==> config.mk <==
export PLATFORM = sky130hd
export DESIGN_NAME = osc_clock_source_switch
export DESIGN_NICKNAME = d
export VERILOG_FILES = /design/src/pkg/osc_pkg.sv /design/src/core/internal_osc_model.sv /design/src/core/osc_clock_source_switch.sv
export SDC_FILE = /design/constraint.sdc
export NUM_CORES = 1
export LEC_CHECK = 0
export BUFFER_PORTS_ARGS = -buffer_cell sky130_fd_sc_hd__buf_2
export CAP_MARGIN = 20
export CORE_ASPECT_RATIO = 1.5
export CORE_UTILIZATION = 40
export CTS_CLUSTER_DIAMETER = 80
export CTS_CLUSTER_SIZE = 28
export DETAILED_ROUTE_END_ITERATION = 7
export PLACE_DENSITY = 0.64
export SLEW_MARGIN = 20
export SYNTH_ARGS = -nofsm -noshare
export SYNTH_HDL_FRONTEND = slang
export SYNTH_SLANG_ARGS = --single-unit
==> constraint.sdc <==
create_clock -name i_sys_clk -period 3.6 [get_ports i_sys_clk]
set_input_delay 0.36 -clock i_sys_clk [delete_from_list [all_inputs] [get_ports i_sys_clk]]
set_output_delay 0.36 -clock i_sys_clk [all_outputs]
set_load 0.05 [all_outputs]
==> src/pkg/osc_pkg.sv <==
// What this block does
// - Source-rate clock plus half-rate divided clock.
// - Reset always selects the internal oscillator.
// - Internal oscillator nominally 12.8 MHz source.
// - Eight-bit trim; larger value, longer period.
// - Reset loads trim with midpoint 80h.
// - External select claims input pin, crystal output.
// - Two external rising edges before switching.
// - Switch without glitch or runt pulse.
// - Set engaged status, then stop internal.
// - Internal restarts only on reset.
// - Crystal: output pin is amplifier only.
// - Direct clock: output pin is port bit.
// - Internal/RC: enable selects clock or port.
// - Select codes: internal, external, RC, crystal.
// - Reset clears the external request bit.
// - Stop halts both clocks; wait keeps them.
package osc_pkg;

  // Register offsets on the plain register port.
  localparam logic [7:0] STATUS_OFFSET = 8'h36;
  localparam logic [7:0] TRIM_OFFSET   = 8'h38;
  localparam logic [7:0] CONFIG_OFFSET = 8'h3A;

  // Field positions.
  localparam int STATUS_ENGAGED_BIT = 0;
  localparam int STATUS_REQUEST_BIT = 1;
  localparam int CONFIG_SELECT_LSB  = 0;
  localparam int CONFIG_PIN_EN_BIT  = 2;

  // Reset values.
  localparam logic [7:0] TRIM_RESET   = 8'h80;
  localparam logic [1:0] SELECT_RESET = 2'h0;

  // Activity edges awaited before the swap.
  localparam logic [1:0] ACTIVITY_EDGES = 2'h2;

  // Nominal internal rate and the system clock rate, in kHz.
  localparam int INT_OSC_KHZ = 12800;
  localparam int SYS_CLK_KHZ = 40000;
  // Half period of the modelled internal clock at zero trim, rounded down, at least one cycle.
  localparam int INT_HALF_CYCLES_RAW = SYS_CLK_KHZ / (2 * INT_OSC_KHZ);
  localparam int INT_HALF_CYCLES     = (INT_HALF_CYCLES_RAW < 1) ? 1 : INT_HALF_CYCLES_RAW;

  // Clock source encodings.
  typedef enum logic [1:0] {
    SRC_INTERNAL = 2'h0,
    SRC_EXTERNAL = 2'h1,
    SRC_RC       = 2'h2,
    SRC_CRYSTAL  = 2'h3
  } clock_source_t;

  // Switch sequence, Gray coded along the path.
  typedef enum logic [2:0] {
    SW_INTERNAL = 3'h0,
    SW_ARMED    = 3'h1,
    SW_EDGE_ONE = 3'h3,
    SW_SWAP     = 3'h2,
    SW_ENGAGED  = 3'h6
  } switch_state_t;

endpackage : osc_pkg

==> src/core/internal_osc_model.sv <==
`timescale 1ns/1ps
// Digital stand-in for the trimmable internal oscillator: a level that toggles at a trim-dependent period.
module internal_osc_model (
  input  wire logic       i_sys_clk,
  input  wire logic       i_reset,
  input  wire logic       i_run,
  input  wire logic [7:0] i_trim,
  output logic            o_level
);

  logic [9:0] count_ff;
  logic [9:0] nxt_count;
  logic       level_ff;
  logic       nxt_level;
  logic [9:0] half_limit;

  // Each 32-step rise of the trim, from zero up, lengthens the half period by one cycle; the step is coarse in this model.
  always_comb begin
    half_limit = 10'(osc_pkg::INT_HALF_CYCLES) + 10'(i_trim[7:5]);
    nxt_count  = count_ff;
    nxt_level  = level_ff;
    if (!i_run) begin
      nxt_count = 10'h000;
      nxt_level = 1'b0;
    end else if (count_ff + 10'h001 >= half_limit) begin
      nxt_count = 10'h000;
      nxt_level = ~level_ff;
    end else begin
      nxt_count = count_ff + 10'h001;
    end
  end

  // State registers.
  always_ff @(posedge i_sys_clk) begin
    if (i_reset) begin
      count_ff <= 10'h000;
      level_ff <= 1'b0;
    end else begin
      count_ff <= nxt_count;
      level_ff <= nxt_level;
    end
  end

  assign o_level = level_ff;

endmodule : internal_osc_model

==> src/core/osc_clock_source_switch.sv <==
// Chosen here: the strobed register port.
`timescale 1ns/1ps
// Clock source selection, glitch-free internal to external switch, and clock-out pin steering.
module osc_clock_source_switch (
  input  wire logic       i_sys_clk,
  input  wire logic       i_reset,
  input  wire logic [7:0] i_addr,
  input  wire logic [7:0] i_wr_data,
  input  wire logic       i_wr_en,
  input  wire logic       i_rd_en,
  output logic      [7:0] o_rd_data,
  input  wire logic       i_stop_mode,
  input  wire logic       i_clock_in_pin,
  input  wire logic       i_port_a_bit_four_o,
  input  wire logic       i_port_a_bit_four_oe_n,
  output logic            o_clock_out_pin_o,
  output logic            o_clock_out_pin_oe_n,
  output logic            o_clock_in_pin_is_clock,
  output logic            o_source_rate_clock,
  output logic            o_half_rate_clock,
  output logic            o_internal_osc_running
);

  // Pin synchroniser: the first stage feeds only the second.
  logic       pin_meta_ff;
  logic       pin_sync_ff;
  logic       pin_prev_ff;

  // Registers.
  logic [7:0] trim_ff;
  logic [7:0] nxt_trim;
  logic [1:0] select_ff;
  logic [1:0] nxt_select;
  logic       pin_en_ff;
  logic       nxt_pin_en;
  logic       request_ff;
  logic       nxt_request;
  logic [7:0] rd_data_ff;
  logic [7:0] nxt_rd_data;

  // Switch sequence state.
  osc_pkg::switch_state_t state_ff;
  osc_pkg::switch_state_t nxt_state;
  logic [1:0] edge_count_ff;
  logic [1:0] nxt_edge_count;
  logic       use_ext_ff;
  logic       nxt_use_ext;
  logic       engaged_ff;
  logic       nxt_engaged;
  logic       int_run_ff;
  logic       nxt_int_run;

  // Output clocks.
  logic       src_ff;
  logic       nxt_src;
  logic       half_ff;
  logic       nxt_half;
  logic       pin_o_ff;
  logic       nxt_pin_o;
  logic       pin_oe_n_ff;
  logic       nxt_pin_oe_n;

  logic       int_level;
  logic       ext_rise;
  logic       mux_level;

  // The internal oscillator runs until the external source has been engaged.
  internal_osc_model u_int_osc (
    .i_sys_clk (i_sys_clk),
    .i_reset   (i_reset),
    .i_run     (int_run_ff),
    .i_trim    (trim_ff),
    .o_level   (int_level)
  );

  // Two flip-flops before any logic sees the pin.
  always_ff @(posedge i_sys_clk) begin
    if (i_reset) begin
      pin_meta_ff <= 1'b0;
      pin_sync_ff <= 1'b0;
      pin_prev_ff <= 1'b0;
    end else begin
      pin_meta_ff <= i_clock_in_pin;
      pin_sync_ff <= pin_meta_ff;
      pin_prev_ff <= pin_sync_ff;
    end
  end

  assign ext_rise = pin_sync_ff & ~pin_prev_ff;

  // Register writes and the read path; unmapped addresses read as zero.
  always_comb begin
    nxt_trim    = trim_ff;
    nxt_select  = select_ff;
    nxt_pin_en  = pin_en_ff;
    nxt_request = request_ff;
    nxt_rd_data = 8'h00;
    if (i_wr_en) begin
      unique case (i_addr)
        osc_pkg::TRIM_OFFSET: begin
          nxt_trim = i_wr_data;
        end
        osc_pkg::STATUS_OFFSET: begin
          nxt_request = i_wr_data[osc_pkg::STATUS_REQUEST_BIT];
        end
        osc_pkg::CONFIG_OFFSET: begin
          nxt_select = i_wr_data[osc_pkg::CONFIG_SELECT_LSB +: 2];
          nxt_pin_en = i_wr_data[osc_pkg::CONFIG_PIN_EN_BIT];
        end
        default: begin
          nxt_trim = trim_ff;
        end
      endcase
    end
    if (i_rd_en) begin
      unique case (i_addr)
        osc_pkg::TRIM_OFFSET: begin
          nxt_rd_data = trim_ff;
        end
        osc_pkg::STATUS_OFFSET: begin
          nxt_rd_data[osc_pkg::STATUS_REQUEST_BIT] = request_ff;
          nxt_rd_data[osc_pkg::STATUS_ENGAGED_BIT] = engaged_ff;
        end
        osc_pkg::CONFIG_OFFSET: begin
          nxt_rd_data[osc_pkg::CONFIG_SELECT_LSB +: 2] = select_ff;
          nxt_rd_data[osc_pkg::CONFIG_PIN_EN_BIT]      = pin_en_ff;
        end
        default: begin
          nxt_rd_data = 8'h00;
        end
      endcase
    end
  end

  // Register state; reset restores the midpoint trim, the internal source and a low request.
  always_ff @(posedge i_sys_clk) begin
    if (i_reset) begin
      trim_ff    <= osc_pkg::TRIM_RESET;
      select_ff  <= osc_pkg::SELECT_RESET;
      pin_en_ff  <= 1'b0;
      request_ff <= 1'b0;
      rd_data_ff <= 8'h00;
    end else begin
      trim_ff    <= nxt_trim;
      select_ff  <= nxt_select;
      pin_en_ff  <= nxt_pin_en;
      request_ff <= nxt_request;
      rd_data_ff <= nxt_rd_data;
    end
  end

  // Switch sequence. The request is only honoured with an external source chosen, and the path
  // is one-way: nothing but reset brings the internal oscillator back, even if the pin dies.
  always_comb begin
    nxt_state      = state_ff;
    nxt_edge_count = edge_count_ff;
    nxt_use_ext    = use_ext_ff;
    nxt_engaged    = engaged_ff;
    nxt_int_run    = int_run_ff;
    unique case (state_ff)
      osc_pkg::SW_INTERNAL: begin
        nxt_edge_count = 2'h0;
        if (request_ff && (select_ff != osc_pkg::SRC_INTERNAL)) begin
          nxt_state = osc_pkg::SW_ARMED;
        end
      end
      osc_pkg::SW_ARMED: begin
        if (ext_rise) begin
          nxt_edge_count = edge_count_ff + 2'h1;
          nxt_state      = osc_pkg::SW_EDGE_ONE;
        end
      end
      osc_pkg::SW_EDGE_ONE: begin
        if (ext_rise) begin
          nxt_edge_count = edge_count_ff + 2'h1;
        end
        if (edge_count_ff == osc_pkg::ACTIVITY_EDGES) begin
          nxt_state = osc_pkg::SW_SWAP;
        end
      end
      osc_pkg::SW_SWAP: begin
        // Moving the mux only while both sources are low leaves no runt on either output.
        if (!int_level && !pin_sync_ff) begin
          nxt_use_ext = 1'b1;
          nxt_engaged = 1'b1;
          nxt_state   = osc_pkg::SW_ENGAGED;
        end
      end
      osc_pkg::SW_ENGAGED: begin
        nxt_int_run = 1'b0;
      end
      default: begin
        nxt_state = osc_pkg::SW_INTERNAL;
      end
    endcase
  end

  // Switch state registers.
  always_ff @(posedge i_sys_clk) begin
    if (i_reset) begin
      state_ff      <= osc_pkg::SW_INTERNAL;
      edge_count_ff <= 2'h0;
      use_ext_ff    <= 1'b0;
      engaged_ff    <= 1'b0;
      int_run_ff    <= 1'b1;
    end else begin
      state_ff      <= nxt_state;
      edge_count_ff <= nxt_edge_count;
      use_ext_ff    <= nxt_use_ext;
      engaged_ff    <= nxt_engaged;
      int_run_ff    <= nxt_int_run;
    end
  end

  assign mux_level = use_ext_ff ? pin_sync_ff : int_level;

  // Derived clocks; stop mode holds both low, wait mode has no effect on them.
  always_comb begin
    nxt_src  = mux_level;
    nxt_half = half_ff;
    if (i_stop_mode) begin
      nxt_src  = 1'b0;
      nxt_half = 1'b0;
    end else if (mux_level && !src_ff) begin
      nxt_half = ~half_ff;
    end
  end

  // Clock-out pin steering by source; the port bit passes through when the pin is free.
  always_comb begin
    nxt_pin_o    = i_port_a_bit_four_o;
    nxt_pin_oe_n = i_port_a_bit_four_oe_n;
    unique case (osc_pkg::clock_source_t'(select_ff))
      osc_pkg::SRC_CRYSTAL: begin
        nxt_pin_o    = ~pin_sync_ff;
        nxt_pin_oe_n = 1'b0;
      end
      osc_pkg::SRC_EXTERNAL: begin
        nxt_pin_o    = i_port_a_bit_four_o;
        nxt_pin_oe_n = i_port_a_bit_four_oe_n;
      end
      osc_pkg::SRC_INTERNAL, osc_pkg::SRC_RC: begin
        if (pin_en_ff) begin
          nxt_pin_o    = nxt_src;
          nxt_pin_oe_n = 1'b0;
        end
      end
    endcase
  end

  // Output registers.
  always_ff @(posedge i_sys_clk) begin
    if (i_reset) begin
      src_ff      <= 1'b0;
      half_ff     <= 1'b0;
      pin_o_ff    <= 1'b0;
      pin_oe_n_ff <= 1'b1;
    end else begin
      src_ff      <= nxt_src;
      half_ff     <= nxt_half;
      pin_o_ff    <= nxt_pin_o;
      pin_oe_n_ff <= nxt_pin_oe_n;
    end
  end

  assign o_rd_data               = rd_data_ff;
  assign o_source_rate_clock     = src_ff;
  assign o_half_rate_clock       = half_ff;
  assign o_clock_out_pin_o       = pin_o_ff;
  assign o_clock_out_pin_oe_n    = pin_oe_n_ff;
  assign o_clock_in_pin_is_clock = (select_ff != osc_pkg::SRC_INTERNAL);
  assign o_internal_osc_running  = int_run_ff;

endmodule : osc_clock_source_switch

==> results.yml <==
synth:
  avgSynthCellArea_um2: 10.1
  yosys_register_bits: 45
  netlist_instances: 182
  synth-seq-area-share: 0.491
  ys_types: 42
  ys_warn_count: 0
  synth_area_um2: 1840
critical_path:
  crit_slowest_cell: "dfxtp_1"
  r2r_cells: 7
  crit_fanout: 7
  endpoint_kind: "register"
  r2r-start: "u_int_osc.count_ff[0]"
  cp_top_family: "simple AND/OR/NAND/NOR gates"
  r2r_end: "u_int_osc.o_level"
  worst-r2r-setup-slack_ns: 1.56
  worstPathRequired_ns: 3.79
  crit_chain: "ha_1 > xor2_1 > ha_1 > a2111oi_0 > or3_1 > and3_1 > a32o_1"
  worstPathArrival_ns: 2.22
  crit_path_frequent_cell: "ha_1"
  startpoint_type: "register"
  max_stage_delay_ns: 0.44
  path_class: "register to register"
  crit_buf_inv: 0
status:
  outcome: "finished, final reports clean"
die:
  start_util: 0.425
  ios: 38
  fp.coreArea_um2: 4320
  dieHeight_um: 85.0
  die_w_um: 57.3
  dieArea_um2: 4870
  placementRows: 29
routing:
  postRouteAntennaNets: 0
  drt_iter0_markers: 18
  wl_um: 3350
  drcViolationCount: 0
  vias: 1344
  viasPerCell: 4.92
  detailedRoute.firstPassIterationCount: 4
  wire_per_inst_um: 12.3
global_routing:
  grt-ovfl-total: 0
  grt_pass1_vias: 1249
  grt_max_degree: 30
  grt_pass1_wl_um: 5600
  grt_usage: 0.152
  antenna_found_initial: 0
layout:
  antenna_cells: 0
  area_delta_synth_final_pct: 17.5
  n_fill_cell: 418
  layout.nets: 257
  layout-drive-gt1-share: 0.229
sta:
  finalMaxSlewViolations: 0
  fin_tns_setup_ns: 0
  period_share: 0.566
  finalHoldViolCount: 0
  rsz0062_at_grt: "false"
  period_needed_ns: 2.04
  whs_ns: 0.258
  slew_headroom: 0.650
  setup_viol: 0
  worstMarginPinSlew_ns: 0.524
  max_freq_ghz: 0.491
  clock_skew_ns: 0.00467
worst_hold_path:
  whs_endpoint: "o_half_rate_clock"
  hp-class: "input port to register"
  min_from: "i_stop_mode"
  hold_depth: 2
power_and_ir_drop:
  p_leak_nw: 0.976
  finalPower_mw: 0.862
  powerDensity_nw_per_um2: 400
  ir_drop_v: 0.000283
clock_network:
  cts.repair.resized: 0
  insertion_delay_ns: 0.29
  cts.sink_count: 45
  root_buffer: "clkbuf_8"
  path_clk_slew_ns: 0.08
  cts_tree: "built"
  clockBufferDepth: 2
  cts_buffers: 5
  cts_max_level: 2
  cts_setup_buffers: 0
  cts_hold_buffers: 0
placement:
  port_buffers: 37
  gp_congestion: 0.766
  dpl.hpwl_um: 2500
flow_run:
  drv_cap: 0
[layer usage]
| metal | part of all wire | up-vias | wire [um] | track usage |
|---|---|---|---|---|
| met5 | 0 | - | 0 | 0 |
| met1 | 0.44 | 606 | 1470 | 0.180 |
| met3 | 0.030 | 2 | 100 | 0.0442 |
| li1 | - | 712 | - | - |
| met4 | 0.0093 | 0 | 31 | 0.0643 |
| met2 | 0.52 | 24 | 1750 | 0.253 |
[through the flow]
| stage | util | cells | instance area (um2) | setup WS (ns) |
|---|---|---|---|---|
| after detailed placement | 0.480 | 265 | 2070 | 1.58 |
| after global placement | 0.480 | 265 | 2070 | 1.62 |
| after global routing | 0.499 | 273 | 2160 | 1.44 |
| after floorplan | - | 187 | 1850 | 1.69 |
| after CTS | 0.499 | 273 | 2160 | 1.56 |
| final | 0.499 | 273 | 2160 | 1.56 |
[synthesized netlist by cell type]
cell | number | area (um2)
a2111oi_0 | 1 | 8.76
a211o_1 | 1 | 8.76
a21bo_2 | 1 | 10.0
a21o_1 | 2 | 15.0
a21oi_1 | 3 | 15.0
a221oi_1 | 1 | 8.76
a22o_1 | 2 | 17.5
a22oi_1 | 2 | 15.0
a31o_2 | 1 | 8.76
a32o_1 | 2 | 20.0
a32oi_1 | 1 | 8.76
and2_1 | 4 | 25.0
and3_1 | 2 | 12.5
and4_1 | 1 | 8.76
buf_2 | 1 | 5.00
buf_4 | 1 | 7.51
clkbuf_1 | 3 | 11.3
conb_1 | 1 | 3.75
dfxtp_1 | 45 | 901
ha_1 | 7 | 87.6
inv_1 | 6 | 22.5
mux2i_1 | 18 | 180
nand2_1 | 5 | 18.8
nand2b_1 | 1 | 6.26
nand2b_4 | 1 | 13.8
nand3_1 | 4 | 20.0
nand3_4 | 1 | 17.5
nand3b_1 | 2 | 15.0
nand4_1 | 3 | 18.8
nor2_1 | 27 | 101
nor2b_1 | 10 | 62.6
nor3_1 | 7 | 35.0
nor3_2 | 1 | 10.0
nor3b_1 | 1 | 7.51
nor4_1 | 1 | 6.26
nor4_4 | 1 | 21.3
o21a_1 | 1 | 7.51
o21ai_0 | 2 | 10.0
or2_2 | 2 | 12.5
or3_1 | 1 | 6.26
xnor2_1 | 3 | 26.3
xor2_1 | 2 | 17.5
[worst max path at each step]
| stage | from | endpoint | slack (ns) | cells past startpoint |
|---|---|---|---|---|
| floorplan | u_int_osc.count_ff[0] | u_int_osc.o_level | 1.69 | 7 |
| global placement | u_int_osc.count_ff[0] | u_int_osc.o_level | 1.62 | 7 |
| detailed placement | u_int_osc.count_ff[0] | u_int_osc.o_level | 1.58 | 7 |
| CTS | u_int_osc.count_ff[0] | u_int_osc.o_level | 1.56 | 7 |
| global route | u_int_osc.count_ff[0] | u_int_osc.o_level | 1.44 | 7 |
| finish | u_int_osc.count_ff[0] | u_int_osc.o_level | 1.56 | 7 |
[power by group]
part / switching, mW / leakage (nW) / internal [mW]
clock network: 0.163 / 0.0450 / 0.135
registers: 0.00488 / 0.366 / 0.506
logic: 0.0319 / 0.565 / 0.0217
total: 0.200 / 0.976 / 0.662
[cell usage in the layout (no fill, tap or decap), types with 2 or more instances in the layout]
| master | Yosys | routed |
|---|---|---|
| a21oi_1 | 3 | 3 |
| nor2_1 | 27 | 27 |
| nor3_1 | 7 | 7 |
| clkbuf_8 | 0 | 5 |
| nand3_1 | 4 | 4 |
| a22o_1 | 2 | 2 |
| nand2_1 | 5 | 5 |
| a22oi_1 | 2 | 2 |
| mux2i_1 | 18 | 18 |
| buf_2 | 1 | 37 |
| conb_1 | 1 | 6 |
| nor2b_1 | 10 | 10 |
| ha_1 | 7 | 7 |
| and2_1 | 4 | 4 |
| xor2_1 | 2 | 2 |
| clkinv_2 | 0 | 2 |
| xnor2_1 | 3 | 3 |
| a32o_1 | 2 | 2 |
| inv_1 | 6 | 6 |
| dfxtp_1 | 45 | 45 |
| a21o_1 | 2 | 2 |
| nand3b_1 | 2 | 2 |
| and3_1 | 2 | 2 |
| nand4_1 | 3 | 3 |
| o21ai_0 | 2 | 2 |
| or2_2 | 2 | 2 |
[layout make-up]
| cell class | instances | area, um2 | area share |
|---|---|---|---|
| Multi-Input combinational cell | 131 | 907 | 0.421 |
| Inverter | 6 | 22.5 | 0.0104 |
| Clock buffer | 6 | 72.6 | 0.0337 |
| Clock inverter | 2 | 10.0 | 0.00464 |
| Tap cell | 46 | 57.6 | 0.0267 |
| Sequential cell | 45 | 901 | 0.418 |
| Timing Repair Buffer | 37 | 185 | 0.0859 |
[flip-flops by register name (all words and copies together), names as in the netlist, 2 cells and up]
name / count
state_ff: 3
edge_count_ff: 2
o_rd_data: 8
u_int_osc.count_ff: 10
select_ff: 2
trim_ff: 8
[cells by family (layout without fill, tap and decap cells)]
family,after synthesis,after routing,synth area share
muxes,18,18,0.0982
and+or+nand+nor,75,75,0.228
buffers and inverters,11,51,0.0252
other,1,6,0.00204
AOI/OAI and AO/OA,20,20,0.0838
xor gates and xnor gates,5,5,0.0239
adders and majority gates,7,7,0.0477
DFF,45,45,0.491
Power figures use the tool's default switching activity.
